File: src/hdl/slc_defs.svh
// register indices, field positions and reset values of the switch link configuration block
`ifndef SLC_DEFS_SVH
`define SLC_DEFS_SVH

// register indices; byte address is four times the index
`define SLC_IDX_SWCFG    8'h04
`define SLC_IDX_NODE     8'h05
`define SLC_IDX_DIR_LO   8'h0c
`define SLC_IDX_DIR_HI   8'h0d
`define SLC_IDX_LSTAT    8'h20
`define SLC_IDX_PSTAT    8'h40
`define SLC_IDX_LCFG     8'h80
`define SLC_IDX_STATIC   8'ha0
`define SLC_IDX_GROUP    8'hf8

// status register fields
`define SLC_B_STYPE_HI   25
`define SLC_B_STYPE_LO   24
`define SLC_B_DEST_HI    23
`define SLC_B_DEST_LO    16
`define SLC_B_DIR_HI     11
`define SLC_B_DIR_LO     8
`define SLC_B_NET_HI     5
`define SLC_B_NET_LO     4
`define SLC_B_JUNK       2
`define SLC_B_DBUSY      1
`define SLC_B_SBUSY      0

// link configuration fields
`define SLC_B_ENABLE     31
`define SLC_B_FIVE_WIRE  30
`define SLC_B_RX_FAULT   27
`define SLC_B_CR_GIVEN   26
`define SLC_B_CR_HELD    25
`define SLC_B_CREDIT_GREETING_TOKEN      24
`define SLC_B_RX_RESTART 23
`define SLC_B_SGAP_HI    21
`define SLC_B_SGAP_LO    11
`define SLC_B_TGAP_HI    10
`define SLC_B_TGAP_LO    0

// static forwarding fields
`define SLC_B_FWD_EN     31
`define SLC_B_FWD_PROC   8
`define SLC_B_FWD_CE_HI  4
`define SLC_B_FWD_CE_LO  0

// switch configuration fields
`define SLC_B_PROTECT    31
`define SLC_B_HDR_MODE   0

// reset values
`define SLC_RST_DIR      4'h0
`define SLC_RST_NET      2'h0
`define SLC_RST_GAP      11'h000
`define SLC_RST_NODE     16'h0000
`define SLC_RST_DIRS     32'h00000000
`define SLC_RST_FWD      7'h00

// bus answers
`define SLC_RESP_OKAY    2'h0
`define SLC_RESP_DECERR  2'h3

`endif

File: src/hdl/slc_pkg.sv
// types shared by the switch link configuration block
package slc_pkg;
	typedef struct packed {
		logic [1:0] stype;
		logic [7:0] dest;
		logic       junk;
		logic       dest_busy;
		logic       src_busy;
	} slc_lnk_state_t;

	typedef struct packed {
		logic rx_fault;
		logic credit_given;
		logic credit_held;
	} slc_phy_state_t;

	typedef struct packed {
		logic       enable;
		logic       five_wire;
		logic [3:0] direction;
		logic [1:0] network;
	} slc_lnk_ctrl_t;

	typedef struct packed {
		logic       enable;
		logic       proc;
		logic [4:0] chanend;
	} slc_fwd_t;

	typedef enum logic [3:0] {
		SLC_R_NONE, SLC_R_SWCFG, SLC_R_NODE, SLC_R_DIRLO, SLC_R_DIRHI,
		SLC_R_LSTAT, SLC_R_PSTAT, SLC_R_LCFG, SLC_R_STATIC
	} slc_region_t;

	typedef struct packed {
		slc_region_t region;
		logic [2:0]  idx;
	} slc_sel_t;
endpackage

File: src/hdl/slc_link_pacer.sv
// idle spacing between transmitted symbols and tokens of one external link
`timescale 1ns/1ps
module slc_link_pacer
	import slc_pkg::*;
(
	// clock and reset
	input  wire logic        aclk,
	input  wire logic        aresetn,
	// programmed gaps
	input  wire logic [10:0] sym_gap,
	input  wire logic [10:0] tok_gap,
	// transmitter handshake
	input  wire logic        sym_valid,
	input  wire logic        sym_last,
	output logic             sym_ready
);
	logic [11:0] idle_cnt;
	logic        fire;

	assign sym_ready = (idle_cnt == 12'h000);
	assign fire      = sym_valid && sym_ready;

	// gap+1 idle clocks follow every symbol; the last symbol of a token uses the token gap
	always_ff @(posedge aclk) begin
		if (!aresetn) begin
			idle_cnt <= 12'h000;
		end else if (fire) begin
			idle_cnt <= (sym_last ? {1'b0, tok_gap} : {1'b0, sym_gap}) + 12'h001;
		end else if (idle_cnt != 12'h000) begin
			idle_cnt <= idle_cnt - 12'h001;
		end
	end
endmodule // slc_link_pacer

File: src/hdl/slc_switch_link_regs.sv
// switch link status, configuration and static forwarding registers on an AXI4-Lite slave
// Contract
// - status reports two-bit source-target type: switch link, processor link, control target.
// - status reports eight-bit destination link number while link in use.
// - link status holds writable four-bit direction field, reset zero.
// - link and processor-link status hold writable two-bit network number, reset zero.
// - read-only flag shows current packet judged junk and discarded.
// - read-only flags show destination side and source side in use.
// - status and configuration groups each have one register per link 0..7.
// - processor-link status omits direction; bits 15:6 reserved.
// - configuration top bit enables or disables external link and steers pin muxing.
// - wire-mode bit selects two-wire when zero, five-wire when one; resets zero.
// - read-only error flag on receive overflow or illegal token encoding.
// - read-only flag shows local end issued credit to remote end.
// - read-only flag shows local end holds credit to transmit.
// - writing credit_greeting_token bit clears local credit and sends greeting token.
// - writing receiver-reset bit restarts receiver at first symbol of token.
// - at least programmed value plus one idle clocks between symbols.
// - at least programmed value plus one idle clocks between tokens.
// - static forwarding enable bypasses routing to configured channel end; resets zero.
// - static mode forwards to one-bit processor and five-bit channel end.
// - static registers map ascending to links C, D, A, B, G, H, E, F.
// - write-protect bit set makes switch control register writes ignored.
// - foreign packets route by direction of most significant mismatching node bit.
//
// The AXI4-Lite slave port is this design's own decision.
`timescale 1ns/1ps
`include "slc_defs.svh"
module slc_switch_link_regs
	import slc_pkg::*;
(
	// clock and reset
	input  wire logic                 aclk,
	input  wire logic                 aresetn,
	// axi4-lite write channels
	input  wire logic [11:0]          s_axi_awaddr,
	input  wire logic                 s_axi_awvalid,
	output logic                      s_axi_awready,
	input  wire logic [31:0]          s_axi_wdata,
	input  wire logic [3:0]           s_axi_wstrb,
	input  wire logic                 s_axi_wvalid,
	output logic                      s_axi_wready,
	output logic [1:0]                s_axi_bresp,
	output logic                      s_axi_bvalid,
	input  wire logic                 s_axi_bready,
	// axi4-lite read channels
	input  wire logic [11:0]          s_axi_araddr,
	input  wire logic                 s_axi_arvalid,
	output logic                      s_axi_arready,
	output logic [31:0]               s_axi_rdata,
	output logic [1:0]                s_axi_rresp,
	output logic                      s_axi_rvalid,
	input  wire logic                 s_axi_rready,
	// switch core state per link
	input  wire slc_lnk_state_t [7:0] lnk_state,
	input  wire slc_lnk_state_t [7:0] plnk_state,
	input  wire slc_phy_state_t [7:0] phy_state,
	// link control
	output slc_lnk_ctrl_t [7:0]       lnk_ctrl,
	output logic [7:0][1:0]           plnk_network,
	output logic [7:0]                credit_greeting_token_strobe,
	output logic [7:0]                rx_restart,
	// transmit pacing
	input  wire logic [7:0]           tx_sym_valid,
	input  wire logic [7:0]           tx_sym_last,
	output logic [7:0]                tx_sym_ready,
	// static forwarding, indexed by link letter a..h
	output slc_fwd_t [7:0]            fwd_cfg,
	// routing lookup
	input  wire logic [15:0]          route_node_id,
	output logic [3:0]                route_dir,
	output logic                      route_local
);
	logic                  protect, hdr_mode;
	logic [15:0]           node_id;
	logic [31:0]           dir_lo, dir_hi;
	logic [7:0][3:0]       lnk_dir;
	logic [7:0][1:0]       lnk_net, plnk_net;
	logic [7:0]            lnk_en, lnk_five;
	logic [7:0][10:0]      sym_gap, tok_gap;
	logic [7:0]            rx_fault;
	slc_fwd_t [7:0]        fwd_reg;
	logic                  aw_held, w_held, wr_fire, wr_ok;
	logic [11:0]           awaddr_q;
	logic [31:0]           wdata_q, wmask, wd;
	logic [3:0]            wstrb_q;
	slc_sel_t              wsel, rsel;
	slc_region_t           rd_region;
	function automatic slc_sel_t slc_decode(input logic [11:0] a);
		slc_sel_t   s;
		logic [7:0] ix;
		ix       = a[9:2];
		s.idx    = ix[2:0];
		s.region = SLC_R_NONE;
		if (a[11:10] == 2'h0) begin
			if (ix == `SLC_IDX_SWCFG) s.region = SLC_R_SWCFG;
			else if (ix == `SLC_IDX_NODE) s.region = SLC_R_NODE;
			else if (ix == `SLC_IDX_DIR_LO) s.region = SLC_R_DIRLO;
			else if (ix == `SLC_IDX_DIR_HI) s.region = SLC_R_DIRHI;
			else if ((ix & `SLC_IDX_GROUP) == `SLC_IDX_LSTAT) s.region = SLC_R_LSTAT;
			else if ((ix & `SLC_IDX_GROUP) == `SLC_IDX_PSTAT) s.region = SLC_R_PSTAT;
			else if ((ix & `SLC_IDX_GROUP) == `SLC_IDX_LCFG) s.region = SLC_R_LCFG;
			else if ((ix & `SLC_IDX_GROUP) == `SLC_IDX_STATIC) s.region = SLC_R_STATIC;
		end
		return s;
	endfunction
	// current word of a register; reserved and write-only bits stay zero
	function automatic logic [31:0] slc_word(input slc_sel_t s);
		logic [31:0] w;
		w = 32'h00000000;
		case (s.region)
			SLC_R_SWCFG: begin
				w[`SLC_B_PROTECT]  = protect;
				w[`SLC_B_HDR_MODE] = hdr_mode;
			end
			SLC_R_NODE:  w[15:0] = node_id;
			SLC_R_DIRLO: w = dir_lo;
			SLC_R_DIRHI: w = dir_hi;
			SLC_R_LSTAT, SLC_R_PSTAT: begin
				if (s.region == SLC_R_LSTAT) begin
					w[`SLC_B_STYPE_HI:`SLC_B_STYPE_LO] = lnk_state[s.idx].stype;
					w[`SLC_B_DEST_HI:`SLC_B_DEST_LO]   = lnk_state[s.idx].dest;
					w[`SLC_B_DIR_HI:`SLC_B_DIR_LO]     = lnk_dir[s.idx];
					w[`SLC_B_NET_HI:`SLC_B_NET_LO]     = lnk_net[s.idx];
					w[`SLC_B_JUNK]                     = lnk_state[s.idx].junk;
					w[`SLC_B_DBUSY]                    = lnk_state[s.idx].dest_busy;
					w[`SLC_B_SBUSY]                    = lnk_state[s.idx].src_busy;
				end else begin
					w[`SLC_B_STYPE_HI:`SLC_B_STYPE_LO] = plnk_state[s.idx].stype;
					w[`SLC_B_DEST_HI:`SLC_B_DEST_LO]   = plnk_state[s.idx].dest;
					w[`SLC_B_NET_HI:`SLC_B_NET_LO]     = plnk_net[s.idx];
					w[`SLC_B_JUNK]                     = plnk_state[s.idx].junk;
					w[`SLC_B_DBUSY]                    = plnk_state[s.idx].dest_busy;
					w[`SLC_B_SBUSY]                    = plnk_state[s.idx].src_busy;
				end
			end
			SLC_R_LCFG: begin
				w[`SLC_B_ENABLE]                 = lnk_en[s.idx];
				w[`SLC_B_FIVE_WIRE]              = lnk_five[s.idx];
				w[`SLC_B_RX_FAULT]               = rx_fault[s.idx];
				w[`SLC_B_CR_GIVEN]               = phy_state[s.idx].credit_given;
				w[`SLC_B_CR_HELD]                = phy_state[s.idx].credit_held;
				w[`SLC_B_SGAP_HI:`SLC_B_SGAP_LO] = sym_gap[s.idx];
				w[`SLC_B_TGAP_HI:`SLC_B_TGAP_LO] = tok_gap[s.idx];
			end
			SLC_R_STATIC: begin
				w[`SLC_B_FWD_EN]                   = fwd_reg[s.idx].enable;
				w[`SLC_B_FWD_PROC]                 = fwd_reg[s.idx].proc;
				w[`SLC_B_FWD_CE_HI:`SLC_B_FWD_CE_LO] = fwd_reg[s.idx].chanend;
			end
			default: w = 32'h00000000;
		endcase
		return w;
	endfunction
	// write address and data are taken in either order, then committed together
	assign s_axi_awready = !aw_held;
	assign s_axi_wready  = !w_held;
	assign wr_fire       = aw_held && w_held && !s_axi_bvalid;
	assign wsel          = slc_decode(awaddr_q);
	assign wmask         = {{8{wstrb_q[3]}}, {8{wstrb_q[2]}}, {8{wstrb_q[1]}}, {8{wstrb_q[0]}}};
	// always_comb also wakes on the registers that slc_word reads
	always_comb wd = (slc_word(wsel) & ~wmask) | (wdata_q & wmask);
	assign wr_ok         = wr_fire && !protect;
	always_ff @(posedge aclk) begin
		if (!aresetn) begin
			aw_held  <= 1'b0;
			awaddr_q <= 12'h000;
		end else if (s_axi_awvalid && !aw_held) begin
			aw_held  <= 1'b1;
			awaddr_q <= s_axi_awaddr;
		end else if (wr_fire) begin
			aw_held  <= 1'b0;
		end
	end
	always_ff @(posedge aclk) begin
		if (!aresetn) begin
			w_held  <= 1'b0;
			wdata_q <= 32'h00000000;
			wstrb_q <= 4'h0;
		end else if (s_axi_wvalid && !w_held) begin
			w_held  <= 1'b1;
			wdata_q <= s_axi_wdata;
			wstrb_q <= s_axi_wstrb;
		end else if (wr_fire) begin
			w_held  <= 1'b0;
		end
	end
	always_ff @(posedge aclk) begin
		if (!aresetn) begin
			s_axi_bvalid <= 1'b0;
			s_axi_bresp  <= `SLC_RESP_OKAY;
		end else if (wr_fire) begin
			s_axi_bvalid <= 1'b1;
			s_axi_bresp  <= (wsel.region == SLC_R_NONE) ? `SLC_RESP_DECERR : `SLC_RESP_OKAY;
		end else if (s_axi_bready) begin
			s_axi_bvalid <= 1'b0;
		end
	end
	always_ff @(posedge aclk) begin
		if (!aresetn) begin
			protect  <= 1'b0;
			hdr_mode <= 1'b0;
			node_id  <= `SLC_RST_NODE;
			dir_lo   <= `SLC_RST_DIRS;
			dir_hi   <= `SLC_RST_DIRS;
		end else if (wr_ok) begin
			case (wsel.region)
				SLC_R_SWCFG: begin
					protect  <= wd[`SLC_B_PROTECT];
					hdr_mode <= wd[`SLC_B_HDR_MODE];
				end
				SLC_R_NODE:  node_id <= wd[15:0];
				SLC_R_DIRLO: dir_lo <= wd;
				SLC_R_DIRHI: dir_hi <= wd;
				default: ;
			endcase
		end
	end
	generate
		for (genvar gi = 0; gi < 8; gi++) begin : g_link
			logic hit_lstat, hit_pstat, hit_lcfg, hit_static;
			assign hit_lstat  = wr_ok && wsel.region == SLC_R_LSTAT && wsel.idx == 3'(gi);
			assign hit_pstat  = wr_ok && wsel.region == SLC_R_PSTAT && wsel.idx == 3'(gi);
			assign hit_lcfg   = wr_ok && wsel.region == SLC_R_LCFG && wsel.idx == 3'(gi);
			assign hit_static = wr_ok && wsel.region == SLC_R_STATIC && wsel.idx == 3'(gi);
			always_ff @(posedge aclk) begin
				if (!aresetn) begin
					lnk_dir[gi] <= `SLC_RST_DIR;
					lnk_net[gi] <= `SLC_RST_NET;
				end else if (hit_lstat) begin
					lnk_dir[gi] <= wd[`SLC_B_DIR_HI:`SLC_B_DIR_LO];
					lnk_net[gi] <= wd[`SLC_B_NET_HI:`SLC_B_NET_LO];
				end
			end
			always_ff @(posedge aclk) begin
				if (!aresetn) begin
					plnk_net[gi] <= `SLC_RST_NET;
				end else if (hit_pstat) begin
					plnk_net[gi] <= wd[`SLC_B_NET_HI:`SLC_B_NET_LO];
				end
			end
			always_ff @(posedge aclk) begin
				if (!aresetn) begin
					lnk_en[gi]   <= 1'b0;
					lnk_five[gi] <= 1'b0;
					sym_gap[gi]  <= `SLC_RST_GAP;
					tok_gap[gi]  <= `SLC_RST_GAP;
				end else if (hit_lcfg) begin
					lnk_en[gi]   <= wd[`SLC_B_ENABLE];
					lnk_five[gi] <= wd[`SLC_B_FIVE_WIRE];
					sym_gap[gi]  <= wd[`SLC_B_SGAP_HI:`SLC_B_SGAP_LO];
					tok_gap[gi]  <= wd[`SLC_B_TGAP_HI:`SLC_B_TGAP_LO];
				end
			end
			// write-only strobes become one-cycle pulses toward the link
			always_ff @(posedge aclk) begin
				if (!aresetn) begin
					credit_greeting_token_strobe[gi] <= 1'b0;
					rx_restart[gi]   <= 1'b0;
				end else begin
					credit_greeting_token_strobe[gi] <= hit_lcfg && wstrb_q[3] && wdata_q[`SLC_B_CREDIT_GREETING_TOKEN];
					rx_restart[gi]   <= hit_lcfg && wstrb_q[2] && wdata_q[`SLC_B_RX_RESTART];
				end
			end
			// fault is sticky until the receiver is restarted; a new fault wins
			always_ff @(posedge aclk) begin
				if (!aresetn) begin
					rx_fault[gi] <= 1'b0;
				end else if (phy_state[gi].rx_fault) begin
					rx_fault[gi] <= 1'b1;
				end else if (rx_restart[gi]) begin
					rx_fault[gi] <= 1'b0;
				end
			end
			always_ff @(posedge aclk) begin
				if (!aresetn) begin
					fwd_reg[gi] <= `SLC_RST_FWD;
				end else if (hit_static) begin
					fwd_reg[gi].enable  <= wd[`SLC_B_FWD_EN];
					fwd_reg[gi].proc    <= wd[`SLC_B_FWD_PROC];
					fwd_reg[gi].chanend <= wd[`SLC_B_FWD_CE_HI:`SLC_B_FWD_CE_LO];
				end
			end
			assign lnk_ctrl[gi].enable    = lnk_en[gi];
			assign lnk_ctrl[gi].five_wire = lnk_five[gi];
			assign lnk_ctrl[gi].direction = lnk_dir[gi];
			assign lnk_ctrl[gi].network   = lnk_net[gi];
			assign plnk_network[gi]       = plnk_net[gi];
			// register order c,d,a,b,g,h,e,f: letter index is register index with bit 1 flipped
			assign fwd_cfg[gi]            = fwd_reg[gi ^ 2];
			slc_link_pacer u_pacer (
				.aclk      (aclk),
				.aresetn   (aresetn),
				.sym_gap   (sym_gap[gi]),
				.tok_gap   (tok_gap[gi]),
				.sym_valid (tx_sym_valid[gi]),
				.sym_last  (tx_sym_last[gi]),
				.sym_ready (tx_sym_ready[gi])
			);
		end
	endgenerate
	// read channel: one outstanding read, data from a register
	assign s_axi_arready = !s_axi_rvalid;
	assign rsel          = slc_decode(s_axi_araddr);
	always_ff @(posedge aclk) begin
		if (!aresetn) begin
			s_axi_rvalid <= 1'b0;
			s_axi_rdata  <= 32'h00000000;
			s_axi_rresp  <= `SLC_RESP_OKAY;
			rd_region    <= SLC_R_NONE;
		end else if (s_axi_arvalid && !s_axi_rvalid) begin
			s_axi_rvalid <= 1'b1;
			s_axi_rdata  <= slc_word(rsel);
			s_axi_rresp  <= (rsel.region == SLC_R_NONE) ? `SLC_RESP_DECERR : `SLC_RESP_OKAY;
			rd_region    <= rsel.region;
		end else if (s_axi_rready) begin
			s_axi_rvalid <= 1'b0;
		end
	end
	// routing lookup on the most significant mismatching node bit
	logic [15:0]      route_diff;
	logic [3:0]       route_bit;
	logic [15:0][3:0] dir_table;
	assign route_diff = route_node_id ^ node_id;
	assign dir_table  = {dir_hi, dir_lo};
	always_comb begin
		route_bit = 4'h0;
		for (int j = 0; j < 16; j++) begin
			if (route_diff[j]) begin
				route_bit = 4'(j);
			end
		end
	end
	always_ff @(posedge aclk) begin
		if (!aresetn) begin
			route_dir   <= 4'h0;
			route_local <= 1'b0;
		end else begin
			route_dir   <= dir_table[route_bit];
			route_local <= (route_diff == 16'h0000);
		end
	end
endmodule // slc_switch_link_regs

File: config.mk
export PLATFORM = sky130hd
export DESIGN_NAME = slc_switch_link_regs
export DESIGN_NICKNAME = d
export VERILOG_FILES = /design/src/hdl/slc_pkg.sv /design/src/hdl/slc_link_pacer.sv /design/src/hdl/slc_switch_link_regs.sv
export VERILOG_INCLUDE_DIRS = /design/src /design/src/hdl
export SDC_FILE = /design/constraint.sdc
export NUM_CORES = 2
export LEC_CHECK = 0
export BUFFER_PORTS_ARGS = -buffer_cell sky130_fd_sc_hd__buf_2
export CAP_MARGIN = 5
export CORE_MARGIN = 2
export CORE_UTILIZATION = 30
export CTS_CLUSTER_SIZE = 16
export DETAILED_ROUTE_END_ITERATION = 7
export SETUP_SLACK_MARGIN = 0.2
export SLEW_MARGIN = 15
export SYNTH_ARGS = -nofsm -noshare
export SYNTH_HDL_FRONTEND = slang
export SYNTH_SLANG_ARGS = --single-unit
File: constraint.sdc
create_clock -name aclk -period 3.2 [get_ports aclk]
set_clock_uncertainty 0.2 [all_clocks]
set_input_delay 0.8 -clock aclk [delete_from_list [all_inputs] [get_ports aclk]]
set_output_delay 0.8 -clock aclk [all_outputs]
set_load 0.05 [all_outputs]
==> flow_summary_export.csv <==
group,metric,value,unit
status,outcome,"finished clean",
floorplanning,die-area,0.1240,sq mm
clock_network,cts_tree,"done",
sta,fmax,316.7,MHz
floorplanning,core_area,0.1201,sq mm
floorplanning,die_h,352.1,um
cells_and_area,register_area,0.01210,sq mm
clock_network,clkTransAtPathRegs,60,ps
run,drv_cap,0,
power_and_ir_drop,leakagePower,19.48,nW
route,dr_wl_met3,20240,um
worst_setup_path,critPathLaunchType,"flip-flop",
clock_network,ctsRootBufferMaster,"clkbuf_16",
global_routing,grt_max_degree,140,
global_routing,grt-ovfl-total,0,
placement,place_hpwl,127800,um
route,drtIter0Drc,4583,
min_path,hold_start,"s_axi_rready",
floorplanning,initial_utilization,0.3026,
sta,worst_pin_slew,973.4,ps
worst_setup_path,worst-path-max-fanout,4,
clock_network,numCtsBuffers,76,
worst_setup_path,reg2reg_to,"fwd_cfg[39]$_SDFFE_PN0P_",
min_path,hold_end,"s_axi_rvalid$_SDFFE_PN0P_",
route,routedWlPerCell,27.15,um
logic_synthesis,synth_edf_count,0,
logic_synthesis,synth.distinct_cells,86,
route,route.met2.wl,78110,um
logic_synthesis,avgSynthCellArea,9.091,sq um
logic_synthesis,synth_compound_gate_area_share,0.1418,
sta,setup-violations-final,0,
min_path,holdPathStages,2,
route,via_count,36930,
worst_setup_path,worstRegToRegCells,10,
cells_and_area,fillers,11900,
global_routing,grt_pass1_vias,33760,
sta,finalWorstSetupSlack,42.80,ps
sta,period_share,0.9866,
worst_setup_path,critPathArrivalTime,2160,ps
placement,numPortBuffers,532,
power_and_ir_drop,power_density,517.5,mW/mm^2
sta,layout_min_cycle_time,3157,ps
logic_synthesis,muxShareOfSynthArea,0.2467,
logic_synthesis,yosys.area.top_type,"dfxtp_1",
sta,finalHoldViolCount,0,
sta,rsz0062_at_grt,"true",
cells_and_area,multiInputGateArea,0.02391,sq mm
placement,gp_congestion,0.9751,
sta,hold_slack,126.0,ps
cells_and_area,area_growth,33.81,%
logic_synthesis,synth_fa_ha_area_frac,0.008260,
route,vias_per_cell,5.767,
global_routing,grt_pass1_wl,239000,um
floorplanning,io_pins,537,
clock_network,hold_buffers,0,
logic_synthesis,ys.warnings.count,0,
sta,setup_tns,0,ps
sta,slew_viol_final,0,
sta,slew-limit-headroom,0.3487,
worst_setup_path,worst-setup-path-type,"reg2out",
global_routing,grt_usage,0.2598,
clock_network,htreeDepth,3,
placement,place_ws,-101.4,ps
clock_network,cts_buffer_depth,3,
logic_synthesis,async_flop_share,0,
route,first_pass_iters,8,
logic_synthesis,synthTopCellsByCount,"dfxtp_1, nand2_1, nand3_1",
clock_network,cts.sinks,603,
power_and_ir_drop,finalPower,25.17,mW
route,drc,0,
logic_synthesis,ys_ff_latch,603,
global_routing,antenna_found_initial,35,
worst_setup_path,required,2200,ps
floorplanning,die_w,352.1,um
logic_synthesis,yosys.area.top_type_share,0.3320,
logic_synthesis,synth_area,0.03636,sq mm
logic_synthesis,ys_dominant_reg_cell,"dfxtp_1",
route,m1WireLength,66260,um
logic_synthesis,synth_top_family_by_area,"multiplexers",
worst_setup_path,endpoint_kind,"primary output",
floorplanning,rows,127,
logic_synthesis,yosysSeqAreaShare,0.3320,
logic_synthesis,synth_area_leaders,"dfxtp_1, mux4_2, nand2_1, nand3_1, mux2i_1",
route,final_antenna_net_count,0,
worst_setup_path,reg2reg_setup_slack,100,ps
cells_and_area,drive_gt1_frac,0.3650,
logic_synthesis,yosysMostFrequentCell,"dfxtp_1",
clock_network,insertion_delay,660,ps
route,highest_layer,"met5",
worst_setup_path,r2r-start,"awaddr_q[2]$_SDFFE_PN0P_",
power_and_ir_drop,peakVddDrop,0.0003780,V
cells_and_area,num-nets-final,5081,
route,wl,173800,um
logic_synthesis,synth_xor_area_frac,0.03589,
logic_synthesis,syn-num-nets,4354,
min_path,hold_path.class,"in2reg",
logic_synthesis,yosys.area_share.simple,0.1867,
logic_synthesis,syn_inst,3999,
[worst max path at each step]
| stage | startpoint | slack, ps | endpoint |
|---|---|---|---|
| finish | g_link[2].u_pacer.idle_cnt[5]$_SDFFE_PN0P_ | 40 | tx_sym_ready[2] |
| global route | g_link[2].u_pacer.idle_cnt[5]$_SDFFE_PN0P_ | -40 | tx_sym_ready[2] |
| CTS | g_link[2].u_pacer.idle_cnt[7]$_SDFFE_PN0P_ | -60 | tx_sym_ready[2] |
| detailed placement | s_axi_araddr[3] | -100 | s_axi_rdata[6]$_SDFFE_PN0P_ |
| global placement | s_axi_araddr[3] | -120 | s_axi_rdata[24]$_SDFFE_PN0P_ |
| floorplan | s_axi_araddr[7] | 90 | s_axi_rdata[31]$_SDFFE_PN0P_ |
[registers in the layout, summed over array words and instances (netlist names), 16 cells and up]
register                 count
tok_gap                     88
wdata_q                     32
g_link.u_pacer.idle_cnt     96
dir_hi                      32
s_axi_rdata                 32
dir_lo                      32
lnk_ctrl                    64
node_id                     16
sym_gap                     88
fwd_cfg                     56
plnk_network                16
[final cells by class]
| type | count | share of cell area |
|---|---|---|
| clock buffer | 107 | 0.04480 |
| antenna | 8 | 0.0004115 |
| inverter | 61 | 0.004913 |
| clock inverter | 28 | 0.008333 |
| multi-input combinational | 3001 | 0.4915 |
| timing repair buffer | 983 | 0.1598 |
| sequential | 603 | 0.2488 |
| tap | 1612 | 0.04146 |
[routing by layer]
metal | GRT usage | vias up
li1 | - | 16290
met1 | 0.3324 | 18100
met2 | 0.4145 | 2092
met3 | 0.07120 | 419
met4 | 0.1026 | 28
met5 | 0 | -
[kinds of logic (layout without fill, tap and decap cells)]
logic type,after synthesis,in the layout
AO/OA/AOI/OAI,826,826
XOR/XNOR,149,149
adder cells (fa/ha/maj),24,24
buffers and inverters,395,1179
flip-flops,603,603
multiplexers,523,523
other,0,8
AND/OR/NAND/NOR,1479,1479
[report_power, final]
group          switching, mW  internal [mW]  total, mW  leakage [nW]
Combinational           3.94           3.53       7.47          13.3
Sequential             0.553           8.06       8.62          4.90
Clock                   3.73           5.36       9.09          1.27
Total                   8.23           16.9       25.2          19.5
[per-stage QoR]
step	utilization	cell area (sq um)	cells
floorplan	-	36440	3999
global placement	0.3551	42660	6109
detailed placement	0.3551	42660	6109
CTS	0.3850	46250	6294
global route	0.4049	48640	6400
finish	0.4049	48650	6403
[repair_timing]
| item | in CTS | in global routing |
|---|---|---|
| pin swaps | 45 | 165 |
| endpoints found under the setup margin | 133 | 310 |
| resized for setup | 163 | 406 |
| setup buffers | 43 | 80 |
| cloned | 7 | 21 |
[critical path: stages, from the launching register on]
cell     delay [ps]
dfxtp_2         340
or4_4           540
nor4_4          160
and4b_1         280
buf_6           190
[placed cells by master (no fill, tap or decap), drive strengths merged, types with 81 or more instances in the layout]
cell,instances
clkbuf,124
buf,966
o21ai,292
mux4,288
nand2,522
xnor2,81
nand3,363
nor2,311
a21oi,212
dfxtp,603
mux2i,167
(Power assumes the default switching activity.)
